<file path="src/design/cglc_pkg.sv">
// Overview of operation
// - internal gate is soft AND pin gate
// - pin gate disabled: soft gate alone
// - abort: reload load value on reopen
// - interrupt: hold count while gate closed
// - latch edge copies count to latch
// - four compare output modes per channel
// - at-or-above: out when count >= compare
// - below: out when count <= compare
// - pulse mode: timed pulse on reaching compare
// - main direction: reach pulse only in that direction
// - pulse width 0..510 ms, 2 ms steps
// - width zero: out while condition holds
// - timing starts with output; error under 1ms
// - started pulse always runs full length
// - hysteresis 0..255; 0 and 1 disable
// - hysteresis also gates overflow/underflow and reach events
// - window holds result until count leaves
// - at-or-above: on leave, out follows condition
// - pulse mode: store direction, no pulse inside
// - leave opposite: pulse; same direction: none
// - per-channel alarm on enabled events
`default_nettype none
package cglc_pkg;
	localparam int          NCH            = 3;
	localparam int unsigned CLK_HZ         = 10_000_000;
	localparam int unsigned PULSE_STEP_MS  = 2;
	localparam int unsigned PULSE_STEP_CYC = CLK_HZ / 1000 * PULSE_STEP_MS;

	localparam logic [11:0] ADDR_SOFT_GATE = 12'h00c;
	localparam int          SOFT_GATE_LSB  = 4;
	localparam int          CH_BLOCK_LSB   = 5;
	localparam logic [6:0]  CH_FIRST_BLOCK = 7'h01;

	localparam logic [4:0]  OFF_CFG   = 5'h00;
	localparam logic [4:0]  OFF_LOAD  = 5'h04;
	localparam logic [4:0]  OFF_CMP   = 5'h08;
	localparam logic [4:0]  OFF_PULSE = 5'h0c;
	localparam logic [4:0]  OFF_HYST  = 5'h10;
	localparam logic [4:0]  OFF_COUNT = 5'h14;
	localparam logic [4:0]  OFF_LATCH = 5'h18;
	localparam logic [4:0]  OFF_STAT  = 5'h1c;

	localparam int CFG_PIN_EN   = 0;
	localparam int CFG_ABORT    = 1;
	localparam int CFG_MODE_LSB = 2;
	localparam int CFG_DIR_LSB  = 4;
	localparam int CFG_PLAIN    = 6;
	localparam int CFG_ALM_LSB  = 8;

	localparam int NEV      = 5;
	localparam int EV_GOPEN = 0;
	localparam int EV_GCLS  = 1;
	localparam int EV_OVF   = 2;
	localparam int EV_REACH = 3;
	localparam int EV_LOST  = 4;
	localparam int STAT_EV_LSB = 8;

	localparam logic [1:0]  DIR_UP   = 2'h1;
	localparam logic [1:0]  DIR_DOWN = 2'h2;
	localparam logic [7:0]  HYST_MIN_ON = 8'h02;
	localparam logic [31:0] COUNT_MAX   = 32'h7fffffff;
	localparam logic [31:0] COUNT_MIN   = 32'h80000000;
	localparam logic [31:0] RST_WORD    = 32'h00000000;

	typedef enum logic [1:0] {CMP_NONE, CMP_GE, CMP_LE, CMP_PULSE} cglc_cmp_mode_type;
endpackage
`default_nettype wire

</file>
<file path="src/design/cglc_top.sv">
// The AHB-Lite register port is this design's own decision.
`default_nettype none
module cglc_top #(
	parameter int          NCH            = cglc_pkg::NCH,
	parameter int unsigned PULSE_STEP_CYC = cglc_pkg::PULSE_STEP_CYC
) (
	input  wire logic           sys_clk_i,
	input  wire logic           resetn_i,
	input  wire logic           hsel_i,
	input  wire logic [31:0]    haddr_i,
	input  wire logic [1:0]     htrans_i,
	input  wire logic           hwrite_i,
	input  wire logic [2:0]     hsize_i,
	input  wire logic [31:0]    hwdata_i,
	input  wire logic           hready_i,
	output logic      [31:0]    hrdata_o,
	output logic                hreadyout_o,
	output logic                hresp_o,
	input  wire logic [NCH-1:0] cnt_up_i,
	input  wire logic [NCH-1:0] cnt_down_i,
	input  wire logic [NCH-1:0] gate_input_pin_i,
	input  wire logic [NCH-1:0] latch_i,
	output logic      [NCH-1:0] cmp_o,
	output logic      [NCH-1:0] alarm_o
);
	localparam int DIVW = $clog2(PULSE_STEP_CYC);
	localparam logic [DIVW-1:0] DIV_LAST = DIVW'(PULSE_STEP_CYC - 1);
	localparam int SW = 4 * NCH;

	function automatic logic in_window(logic [31:0] v, logic [31:0] c, logic [7:0] h);
		logic signed [33:0] d, hh;
		d = $signed({{2{v[31]}}, v}) - $signed({{2{c[31]}}, c});
		hh = $signed({26'h0, h});
		return (d <= hh) && (d >= -hh);
	endfunction

	function automatic logic ch_hit(logic [11:0] a, int c);
		return a[11:cglc_pkg::CH_BLOCK_LSB] == 7'(c + int'(cglc_pkg::CH_FIRST_BLOCK));
	endfunction

	// input synchronisers: up, down, gate, latch
	logic [SW-1:0] in_s1, in_s2, in_s3;

	always_ff @(posedge sys_clk_i or negedge resetn_i) begin
		if (!resetn_i) begin
			in_s1 <= '0;
			in_s2 <= '0;
			in_s3 <= '0;
		end else begin
			in_s1 <= {latch_i, gate_input_pin_i, cnt_down_i, cnt_up_i};
			in_s2 <= in_s1;
			in_s3 <= in_s2;
		end
	end

	// bus state
	logic        wr_pend, rd_pend, next_wr_pend, next_rd_pend, next_hreadyout;
	logic [11:0] addr_q, next_addr_q;
	logic [31:0] next_hrdata;

	// channel state
	logic [7:0]               soft_gate, next_soft_gate;
	logic [31:0]              cfg    [NCH], next_cfg    [NCH];
	logic [31:0]              load_v [NCH], next_load_v [NCH];
	logic [31:0]              cmp_v  [NCH], next_cmp_v  [NCH];
	logic [7:0]               pw     [NCH], next_pw     [NCH];
	logic [7:0]               hyst   [NCH], next_hyst   [NCH];
	logic [31:0]              count  [NCH], next_count  [NCH];
	logic [31:0]              latch  [NCH], next_latch  [NCH];
	logic [7:0]               hlat   [NCH], next_hlat   [NCH];
	logic [7:0]               punits [NCH], next_punits [NCH];
	logic [DIVW-1:0]          pdiv   [NCH], next_pdiv   [NCH];
	logic [cglc_pkg::NEV-1:0] ev     [NCH], next_ev     [NCH];
	logic [NCH-1:0]           gate_q, hact, sdir, ldir, pbusy, pcond, inwin;
	logic [NCH-1:0]           next_gate_q, next_hact, next_sdir, next_ldir, next_pbusy;
	logic [NCH-1:0]           next_pcond, next_cmp, next_alarm;

	always_comb begin : bus_next
		logic take;
		take = hsel_i & htrans_i[1] & hready_i;
		next_wr_pend = take & hwrite_i;
		next_rd_pend = take & ~hwrite_i;
		next_addr_q = take ? haddr_i[11:0] : addr_q;
		next_hreadyout = ~(take & ~hwrite_i);
		next_hrdata = hrdata_o;
		if (rd_pend) begin
			next_hrdata = cglc_pkg::RST_WORD;
			if (addr_q == cglc_pkg::ADDR_SOFT_GATE) begin
				next_hrdata = {24'h0, soft_gate};
			end
			for (int c = 0; c < NCH; c++) begin
				if (ch_hit(addr_q, c)) begin
					unique case (addr_q[4:0])
						cglc_pkg::OFF_CFG:   next_hrdata = cfg[c];
						cglc_pkg::OFF_LOAD:  next_hrdata = load_v[c];
						cglc_pkg::OFF_CMP:   next_hrdata = cmp_v[c];
						cglc_pkg::OFF_PULSE: next_hrdata = {24'h0, pw[c]};
						cglc_pkg::OFF_HYST:  next_hrdata = {24'h0, hyst[c]};
						cglc_pkg::OFF_COUNT: next_hrdata = count[c];
						cglc_pkg::OFF_LATCH: next_hrdata = latch[c];
						cglc_pkg::OFF_STAT:  next_hrdata = {19'h0, ev[c],
							4'h0, ldir[c], cmp_o[c], hact[c], gate_q[c]};
						default: next_hrdata = cglc_pkg::RST_WORD;
					endcase
				end
			end
		end
	end

	always_ff @(posedge sys_clk_i or negedge resetn_i) begin
		if (!resetn_i) begin
			wr_pend     <= 1'b0;
			rd_pend     <= 1'b0;
			addr_q      <= '0;
			hrdata_o    <= cglc_pkg::RST_WORD;
			hreadyout_o <= 1'b1;
			hresp_o     <= 1'b0;
		end else begin
			wr_pend     <= next_wr_pend;
			rd_pend     <= next_rd_pend;
			addr_q      <= next_addr_q;
			hrdata_o    <= next_hrdata;
			hreadyout_o <= next_hreadyout;
			hresp_o     <= 1'b0;
		end
	end

	always_comb begin : chan_next
		logic ig, upe, dne, pin, pin_old, stepu, stepd, cond, inw, fire, dok, hon;
		logic [cglc_pkg::NEV-1:0] newev, clr;
		logic [1:0] dir;
		cglc_pkg::cglc_cmp_mode_type mode;
		ig = 1'b0;
		upe = 1'b0;
		dne = 1'b0;
		pin = 1'b0;
		pin_old = 1'b0;
		stepu = 1'b0;
		stepd = 1'b0;
		cond = 1'b0;
		inw = 1'b0;
		fire = 1'b0;
		dok = 1'b0;
		hon = 1'b0;
		newev = '0;
		clr = '0;
		dir = '0;
		mode = cglc_pkg::CMP_NONE;
		inwin = '0;
		next_soft_gate = soft_gate;
		if (wr_pend && addr_q == cglc_pkg::ADDR_SOFT_GATE) begin
			next_soft_gate = hwdata_i[7:0];
		end
		for (int c = 0; c < NCH; c++) begin
			next_cfg[c] = cfg[c];
			next_load_v[c] = load_v[c];
			next_cmp_v[c] = cmp_v[c];
			next_pw[c] = pw[c];
			next_hyst[c] = hyst[c];
			next_count[c] = count[c];
			next_latch[c] = latch[c];
			next_hlat[c] = hlat[c];
			next_punits[c] = punits[c];
			next_pdiv[c] = pdiv[c];
			next_hact[c] = hact[c];
			next_sdir[c] = sdir[c];
			next_ldir[c] = ldir[c];
			next_pbusy[c] = pbusy[c];
			next_cmp[c] = cmp_o[c];
			clr = '0;
			newev = '0;
			fire = 1'b0;
			if (wr_pend && ch_hit(addr_q, c)) begin
				unique case (addr_q[4:0])
					cglc_pkg::OFF_CFG:   next_cfg[c] = hwdata_i;
					cglc_pkg::OFF_LOAD:  next_load_v[c] = hwdata_i;
					cglc_pkg::OFF_CMP:   next_cmp_v[c] = hwdata_i;
					cglc_pkg::OFF_PULSE: next_pw[c] = hwdata_i[7:0];
					cglc_pkg::OFF_HYST:  next_hyst[c] = hwdata_i[7:0];
					cglc_pkg::OFF_STAT:  clr = hwdata_i[cglc_pkg::STAT_EV_LSB +: cglc_pkg::NEV];
					default: clr = '0;
				endcase
			end
			// gate and counting
			pin = in_s2[2*NCH+c];
			pin_old = in_s3[2*NCH+c];
			ig = soft_gate[cglc_pkg::SOFT_GATE_LSB+c]
				& (~cfg[c][cglc_pkg::CFG_PIN_EN] | pin);
			next_gate_q[c] = ig;
			upe = in_s2[c] & ~in_s3[c];
			dne = in_s2[NCH+c] & ~in_s3[NCH+c];
			stepu = ig & upe & ~dne;
			stepd = ig & dne & ~upe;
			if (ig && !gate_q[c] && cfg[c][cglc_pkg::CFG_ABORT]) begin
				next_count[c] = load_v[c];
			end else if (stepu) begin
				next_count[c] = count[c] + 32'h1;
			end else if (stepd) begin
				next_count[c] = count[c] - 32'h1;
			end
			if (stepu || stepd) begin
				next_ldir[c] = stepu;
			end
			if (in_s2[3*NCH+c] && !in_s3[3*NCH+c]) begin
				next_latch[c] = count[c];
			end
			newev[cglc_pkg::EV_LOST] = ig & upe & dne;
			newev[cglc_pkg::EV_OVF] = ~hact[c] & ((stepu && count[c] == cglc_pkg::COUNT_MAX)
				| (stepd && count[c] == cglc_pkg::COUNT_MIN));
			newev[cglc_pkg::EV_GOPEN] = cfg[c][cglc_pkg::CFG_PIN_EN] & pin & ~pin_old;
			newev[cglc_pkg::EV_GCLS] = cfg[c][cglc_pkg::CFG_PIN_EN] & ~pin & pin_old;
			// compare
			mode = cglc_pkg::cglc_cmp_mode_type'(cfg[c][cglc_pkg::CFG_MODE_LSB +: 2]);
			dir = cfg[c][cglc_pkg::CFG_DIR_LSB +: 2];
			hon = hyst[c] >= cglc_pkg::HYST_MIN_ON;
			inw = in_window(count[c], cmp_v[c], hlat[c]);
			inwin[c] = inw;
			dok = (dir != cglc_pkg::DIR_UP && dir != cglc_pkg::DIR_DOWN)
				| (dir == cglc_pkg::DIR_UP && ldir[c])
				| (dir == cglc_pkg::DIR_DOWN && !ldir[c]);
			unique case (mode)
				cglc_pkg::CMP_GE: cond = $signed(count[c]) >= $signed(cmp_v[c]);
				cglc_pkg::CMP_LE: cond = $signed(count[c]) <= $signed(cmp_v[c]);
				cglc_pkg::CMP_NONE, cglc_pkg::CMP_PULSE: cond = count[c] == cmp_v[c];
			endcase
			next_pcond[c] = cond;
			newev[cglc_pkg::EV_REACH] = cond & ~pcond[c] & ~hact[c];
			if (mode == cglc_pkg::CMP_NONE) begin
				next_cmp[c] = cfg[c][cglc_pkg::CFG_PLAIN];
				next_hact[c] = 1'b0;
			end else if (mode != cglc_pkg::CMP_PULSE || pw[c] == 8'h0) begin
				if (hact[c]) begin
					if (!inw) begin
						next_hact[c] = 1'b0;
						next_cmp[c] = cond;
					end
				end else begin
					next_cmp[c] = cond;
					if (cond && hon) begin
						next_hact[c] = 1'b1;
						next_hlat[c] = hyst[c];
					end
				end
			end else begin
				if (hact[c]) begin
					if (!inw) begin
						next_hact[c] = 1'b0;
						fire = ldir[c] != sdir[c];
					end
				end else if (cond && !pcond[c] && dok) begin
					fire = 1'b1;
					if (hon) begin
						next_hact[c] = 1'b1;
						next_hlat[c] = hyst[c];
						next_sdir[c] = ldir[c];
					end
				end
			end
			// pulse timer runs to its end once started
			if (pbusy[c]) begin
				if (pdiv[c] == DIV_LAST) begin
					next_pdiv[c] = '0;
					if (punits[c] <= 8'h1) begin
						next_pbusy[c] = 1'b0;
					end else begin
						next_punits[c] = punits[c] - 8'h1;
					end
				end else begin
					next_pdiv[c] = pdiv[c] + DIVW'(1);
				end
			end else if (fire && pw[c] != 8'h0) begin
				next_pbusy[c] = 1'b1;
				next_punits[c] = pw[c];
				next_pdiv[c] = '0;
			end
			if (mode == cglc_pkg::CMP_PULSE && pw[c] != 8'h0) begin
				next_cmp[c] = next_pbusy[c];
			end
			next_ev[c] = (ev[c] & ~clr) | newev;
			next_alarm[c] = |(newev & cfg[c][cglc_pkg::CFG_ALM_LSB +: cglc_pkg::NEV]);
		end
	end

	always_ff @(posedge sys_clk_i or negedge resetn_i) begin
		if (!resetn_i) begin
			soft_gate <= '0;
			gate_q    <= '0;
			hact      <= '0;
			sdir      <= '0;
			ldir      <= '0;
			pbusy     <= '0;
			pcond     <= '0;
			cmp_o     <= '0;
			alarm_o   <= '0;
			for (int c = 0; c < NCH; c++) begin
				cfg[c]    <= cglc_pkg::RST_WORD;
				load_v[c] <= cglc_pkg::RST_WORD;
				cmp_v[c]  <= cglc_pkg::RST_WORD;
				pw[c]     <= '0;
				hyst[c]   <= '0;
				count[c]  <= cglc_pkg::RST_WORD;
				latch[c]  <= cglc_pkg::RST_WORD;
				hlat[c]   <= '0;
				punits[c] <= '0;
				pdiv[c]   <= '0;
				ev[c]     <= '0;
			end
		end else begin
			soft_gate <= next_soft_gate;
			gate_q    <= next_gate_q;
			hact      <= next_hact;
			sdir      <= next_sdir;
			ldir      <= next_ldir;
			pbusy     <= next_pbusy;
			pcond     <= next_pcond;
			cmp_o     <= next_cmp;
			alarm_o   <= next_alarm;
			cfg       <= next_cfg;
			load_v    <= next_load_v;
			cmp_v     <= next_cmp_v;
			pw        <= next_pw;
			hyst      <= next_hyst;
			count     <= next_count;
			latch     <= next_latch;
			hlat      <= next_hlat;
			punits    <= next_punits;
			pdiv      <= next_pdiv;
			ev        <= next_ev;
		end
	end

	// checking helpers: length of the running pulse and its programmed width
	logic [31:0] plen [NCH];
	logic [7:0]  pws  [NCH];
	always_ff @(posedge sys_clk_i or negedge resetn_i) begin
		if (!resetn_i) begin
			for (int c = 0; c < NCH; c++) begin
				plen[c] <= '0;
				pws[c]  <= '0;
			end
		end else begin
			for (int c = 0; c < NCH; c++) begin
				plen[c] <= pbusy[c] ? plen[c] + 32'h1 : 32'h0;
				if (pbusy[c] && plen[c] == 32'h0) begin
					pws[c] <= punits[c];
				end
			end
		end
	end

	for (genvar c = 0; c < NCH; c++) begin : g_chk

	end
endmodule // cglc_top
`default_nettype wire

</file>
<file path="config.mk">
export PLATFORM = sky130hd
export DESIGN_NAME = cglc_top
export DESIGN_NICKNAME = d
export VERILOG_FILES = /design/src/design/cglc_pkg.sv /design/src/design/cglc_top.sv
export SDC_FILE = /design/constraint.sdc
export NUM_CORES = 2
export LEC_CHECK = 0
export ABC_AREA = 1
export BUFFER_PORTS_ARGS = -buffer_cell sky130_fd_sc_hd__buf_2
export CORE_UTILIZATION = 45
export DETAILED_ROUTE_END_ITERATION = 8
export GPL_TIMING_DRIVEN = 0
export SYNTH_ARGS = -nofsm -noshare
export SYNTH_HDL_FRONTEND = slang
export SYNTH_SLANG_ARGS = --single-unit
</file>
<file path="constraint.sdc">
create_clock -name sys_clk_i -period 5.95 [get_ports sys_clk_i]
set_clock_uncertainty 0.2 [all_clocks]
set_input_delay 1.785 -clock sys_clk_i [delete_from_list [all_inputs] [get_ports sys_clk_i]]
set_output_delay 1.785 -clock sys_clk_i [all_outputs]
set_load 0.1 [all_outputs]
</file>
# Yosys cells after proc, flatten, opt, wreduce, memory -nomap -nowiden
# Index checks and enable logic that the tools add are counted.
dict set report classes {
  shifts 0
  n_div 0
  reduce_logical 122
  muxes 128
  eq_ne 62
  addsub 18
  bitwise_logic 108
  multipliers 0
  order_cmp 18
}
# op count
set ops {}
lappend ops {{$pmux 32 s8} 3}
lappend ops {{$mux 32} 12}
lappend ops {{$mux 8} 31}
lappend ops {{$mux 15} 9}
lappend ops {{$ge 33x34->1} 3}
lappend ops {{$neg 8->34} 3}
lappend ops {{$le 33x9->1} 3}
lappend ops {{$sub 32x32->33} 3}
lappend ops {{$add 32x1->32 const B} 3}
lappend ops {{$eq 32x31->1 const B} 3}
lappend ops {{$eq 32x32->1} 3}
lappend ops {{$eq 32x32->1 const B} 3}
lappend ops {{$ge 32x32->1} 3}
lappend ops {{$le 32x32->1} 3}
lappend ops {{$sub 32x1->32 const B} 3}
lappend ops {{$mux 1} 66}
lappend ops {{$and 1x1->1} 49}
lappend ops {{$logic_and 1x1->1} 46}
lappend ops {{$add 15x1->15 const B} 3}
lappend ops {{$eq 15x15->1 const B} 3}
lappend ops {{$reduce_and 2->1} 18}
lappend ops {{$not 1->1} 35}
lappend ops {{$and 5x5->5} 6}
lappend ops {{$reduce_and 5->1} 6}
lappend ops {{31 further kinds} 136}
dict set report totals {
  out_inout_bits 40
  latch_bits 0
  input_bits 86
  mem_count 0
  rom_bits 0
  ff_bits 751
  word_cells 512
  ramBits 0
}

# Depth between registers and ports, before layout
dict set report depth {
  ltp_word 13
  mapped_depth 34
  ltp_nobuf 33
}

# Worst setup path after synthesis
# No wires, ideal clock.
dict set report synth_path {
  path_kind {register to register}
  from {reg count[32] in the netlist's numbering}
  to {reg punits[13] in the netlist's numbering}
  t_required_ps 5627
  t_arrival_ps 3902
  path_stages_with_launch 34
  setup_time_ps 123
  period_less_slack_ps 4225
  path_buffers 1
  setup_slack_ps 1725
  path_cell_list {dfrtp_1 inv_1 ha_1 inv_1 fa_1 nand3_1 nand3_1 nand2_1 nand2_1 nand2_1 nand2_2 nand2_1 nand2_1 nand2_1 nand2_2 ha_1 nand2_1 nor2_1 inv_1 nor4_1 nand4_1 nand3_1 nor2_1 nor2_1 nand2_1 nand2_1 nand2_1 nand2_1 nand2_2 nand2_4 nand2_4 buf_12 nand2_2 o21ai_2}
}
dict set report synth_between {
  elab_chain_cells 11
  word_cells_on_any_way 18
  cone_classes {1 x add/sub; 4 x order compare; 1 x eq/ne; 6 x mux; 6 x reduce/logical}
}
# element line_no
set synth_rtl {}
lappend synth_rtl {{start, declared} cglc_top.sv:68} ;# logic [31:0] count [NCH], next_count [NCH];
lappend synth_rtl {{start signal, assigned by index} cglc_top.sv:301} ;# count[c] <= cglc_pkg::RST_WORD;
lappend synth_rtl {{start signal, assigned} cglc_top.sv:323} ;# count <= next_count;
lappend synth_rtl {{parallel branches: the longest is 5 deep, another holds $ge 33x34->1} -}
lappend synth_rtl {{$mux 1 (*)} cglc_top.sv:245} ;# if (hact[c]) begin
lappend synth_rtl {{$mux 1 (*)} cglc_top.sv:231} ;# end else if (mode != cglc_pkg::CMP_PULSE || pw[c] == 8'h0) begin
lappend synth_rtl {{$mux 1 (*)} cglc_top.sv:228} ;# if (mode == cglc_pkg::CMP_NONE) begin
lappend synth_rtl {{$logic_and 1x1->1 (*)} cglc_top.sv:271} ;# end else if (fire && pw[c] != 8'h0) begin
lappend synth_rtl {{$reduce_bool 2->1 (no source line) (*)} -}
lappend synth_rtl {{$reduce_and 3->1 (no source line) (*)} -}
lappend synth_rtl {{end signal, assigned} cglc_top.sv:326} ;# punits <= next_punits;
lappend synth_rtl {{end, declared} cglc_top.sv:71} ;# logic [7:0] punits [NCH], next_punits [NCH];
# Mark *: on every way between the ends.
# A chain may end at the register's enable or synchronous reset.

# Worst setup path after layout
dict set report layout_path {
  from {reg in_s2[0]}
  to {reg count[90] in the netlist's numbering}
}
dict set report layout_between {
  elab_chain_cells 5
  word_cells_on_any_way 8
  cone_classes {2 x mux; 5 x bitwise; 1 x reduce/logical}
}
# element line_no
set layout_rtl {}
lappend layout_rtl {{start, declared} cglc_top.sv:42} ;# logic [SW-1:0] in_s1, in_s2, in_s3;
lappend layout_rtl {{start signal, assigned} cglc_top.sv:51} ;# in_s2 <= in_s1;
lappend layout_rtl {{$and 1x1->1 (*)} cglc_top.sv:190} ;# upe = in_s2[c] & ~in_s3[c];
lappend layout_rtl {{$and 1x1->1 (2 in a row)} cglc_top.sv:192} ;# stepu = ig & upe & ~dne;
lappend layout_rtl {{$mux 32} cglc_top.sv:196} ;# end else if (stepu) begin
lappend layout_rtl {{$mux 32} cglc_top.sv:194} ;# if (ig && !gate_q[c] && cfg[c][cglc_pkg::CFG_ABORT]) begin
# Mark *: on every way between the ends. The rest lies on a longest branch, timed or not.

==> metrics <==
Seq cells post-synth=approximately 750; distinct cell type count after synthesis=68; combinational share of power=about a third; RePlAce Congestion=1.00; layout cell share with drive strength beyond 1=approximately 5.2%; syn_nets=7090; status=finished with violations; Pins Over Slew Limit=12; Synth top area share=around 38%; clock sink count=between 700 and 800; port bufs=100; CP cell instances=inv_1 > nor2_1 > inv_1 > nor3_1 > inv_1 > ha_1 > nand3_1 > nand2_1 > a21boi_0 > o21ai_0 > a31oi_1 > o21ai_0 > nand2_1 > nand2_1 > nand3_1 > nand2_1 > nand3_1 > nand2_1 > a21oi_1 > o21ai_0 > o211ai_1; Worst Setup Path Type=reg -> reg; Final Worst Setup Slack=roughly 0.33 ns; HP Start=in_s1[8]; TritonCTS clock tree=done; first-pass GRT wire length=a little under 300 mm; Post-Synthesis Cell Area=just under 50000 sq um; drt first pass iters=6; final net count=roughly 7300; critical path's slowest cell=inv_1; Setup violations, final=0; Async SR Flop Fraction=100%; CP Max Fanout=33; dominant cells by area after synthesis=dfrtp_1 38%, nand2_1 13%, ha_1 8.5%; Worst-Margin Slew=1.65 ns; Worst path most repeated cell=nand2_1; HP Class=reg -> reg; Detail Route Antenna Nets=0; R2R Setup Slk=between 0.3 and 0.4 ns; EDFF count, synth=0; headroom to the max-slew limit=-10.1%; clock slew at reported path FFs=0.06 ns; worst r2r path cells=21; Seq/Total Area, Yosys=a little under two fifths; final design utilization=between 50% and 60%; CTS root buffer=clkbuf_16; Worst Hold Depth=0; Max VDD drop=approximately 0.22 mV; routed vias/inst=5.90; Net Sw Power=between 7 and 8 mW; WP buf/inv=3; Yosys Warn Count=0; Internal Power=between 10 and 15 mW; CP Capture Type=flop; I/O pin cnt=between 100 and 150; Reg2Reg Capture Point=count[90]; Leakage=roughly 28 nW; Critical R2R Launch=in_s2[0]; failing checks=max-capacitance violations, max-slew violations; Skew-Pair Late Insertion Delay=roughly 0.68 ns; setup TNS=0 ns; sequential fraction of design power=between 30 and 40%; max incr delay on CP=around 0.73 ns; hold endpoint=in_s2[8]; unrepaired setup endpoints after global routing=false; Initial DRC Count=about 6100; die area=111000 sq um; Longest Clk Path Bufs=3; predominant post-synthesis flop cell=dfrtp_1; critical path launch point type=flop; Layout area overhead=10.9%; leading area contributor after synthesis=dfrtp_1; via count=a little under 50000; Post-DP HPWL=158 mm; drt drc=0; htree depth=3; Routed WL per cell=approximately 24 um; vias in the first global route=roughly 46000; Final period util=94.4%; dpl ws=around 0.42 ns; GRT Util Overall=about 36%; CP Data Arrival Time=5.95 ns; # rows=~120; cell count after synthesis=6662; Fin. Hold Viols=0; Core Area=109000 sq um; pin count of the biggest net entering global routing=approximately 110; sw frac=between 30% and 40%; Clk pwr share=between 30% and 40%; initial core utilization=a little under half; Max Cap Viol=1; CTS buffer count=85; Routed WL=slightly above 200 mm; pwr dens=325 nW/um^2; CP Data Required Time=6.28 ns; initial antenna violation count=11; Top delay family on crit path=simple AND/OR/NAND/NOR gates; most frequent cells in the layout=1712 x nand2_1, 939 x inv_1, 750 x dfrtp_1; most common library cell in the layout ignoring fill and taps=nand2_1; fin crit period=5.62 ns; Chip Height=about 330 um; synthesized area per cell=around 7.4 sq um; total gr overflow=0; Die Wd=approximately 330 um; max frequency=between 150 and 200 MHz
worst register-to-register path: stages, from the launching register on:
cell	delay (ns)
dfrtp_1	0.34
inv_1	0.04
nor2_1	0.36
inv_1	0.11
nor3_1	0.55
inv_1	0.73
ha_1	0.64
nand3_1	0.09
nand2_1	0.10
a21boi_0	0.14
o21ai_0	0.33
a31oi_1	0.18
o21ai_0	0.67
nand2_1	0.10
nand2_1	0.19
nand3_1	0.09
nand2_1	0.12
nand3_1	0.08
nand2_1	0.08
a21oi_1	0.06
o21ai_0	0.15
o211ai_1	0.14
cells in the mapped netlist, drive strengths merged, types with 18 or more instances:
library cell and instances:
nand3b 18, inv 945, xnor2 55, o221ai 127, o31ai 23, a21oi 299, nand2 1746, a31oi 30
clkbuf 181, o21ai 731, nor2 450, nand3 259, o21bai 23, nor4 77, nor3 84, ha 336
a221oi 70, xor2 95, o22ai 70, o211ai 18, nand4 98, dfrtp 750
kinds of logic after synthesis:
group	Yosys count	share of synthesized area, %
compound gates	1503	18.2
xor+xnor	150	2.65
fa+ha+maj	342	8.74
buf+inv	1150	8.87
flops	751	38.0
mux	14	0.311
other cells	1	0.00758
simple gates	2751	23.3
layout make-up:
class | count | area, sq um
Tap cell | 1414 | 1770
Fill cell | 11009 | 54100
Buffer | 197 | 811
Sequential cell | 751 | 18800
Clock buffer | 117 | 2420
Inverter | 953 | 3580
Multi-Input combinational cell | 4761 | 26300
Antenna cell | 7 | 17.5
Timing Repair Buffer | 109 | 718
Clock inverter | 39 | 479
flip-flops by register name (all words and copies together) (netlist names), 8 cells and up:
| signal | cells |
|---|---|
| cfg | 96 |
| punits | 24 |
| latch | 96 |
| pdiv | 45 |
| pw | 24 |
| load_v | 96 |
| in_s3 | 12 |
| addr_q | 12 |
| in_s1 | 12 |
| hlat | 24 |
| in_s2 | 12 |
| hyst | 24 |
| hrdata_o | 32 |
| soft_gate | 8 |
| cmp_v | 96 |
| ev | 15 |
| count | 96 |
worst max path at each step:
stage	start	to	slack, ns	cells past startpoint
5_1_grt	in_s2[0]	count[90]	0.02	21
6_report	in_s2[0]	count[90]	0.33	21
3_3_place_gp	resetn_i	in_s3[2]	-13.79	1
3_5_place_dp	count[32]	pdiv[23]	0.42	31
4_1_cts	in_s2[0]	count[90]	0.42	21
2_1_floorplan	count[32]	punits[13]	1.72	33
power groups by stage:
stage	sequential, mW	clock (mW)	combinational, mW
after detailed placement	6.18	0	6.04
after global routing	6.16	5.77	6.92
after global placement	6.18	0	5.92
after CTS	6.10	5.57	6.07
after floorplan	6.13	0	4.12
final	6.12	5.57	6.17
per-stage QoR:
step | instances | hold WS, ns | cell area, sq um | power (mW)
after floorplan | 6662 | 0.131 | 49500 | 10.3
after global placement | 8176 | 0.135 | 51800 | 12.1
after detailed placement | 8185 | 0.135 | 52000 | 12.2
after CTS | 8341 | 0.144 | 54900 | 17.7
after global routing | 8341 | 0.150 | 54900 | 18.9
final | 8348 | 0.144 | 54900 | 17.9
per-layer routing:
layer | part of all wire, % | vias up | GRT usage (%)
met1 | 43 | 23726 | 50.0
met3 | 10 | 406 | 8.52
met5 | 0.064 | - | 0
met4 | 4.1 | 16 | 14.4
li1 | - | 22753 | -
met2 | 43 | 2356 | 53.6
repair_timing:
| item | in CTS | in global routing |
|---|---|---|
| endpoints found under the setup margin | 0 | 3 |
| hold buffers | 0 | 0 |
| setup buffers | 0 | 0 |
| endpoints found under the hold margin | 0 | 0 |
| gates resized for setup | 0 | 1 |
Power figures use the tool's default switching activity.
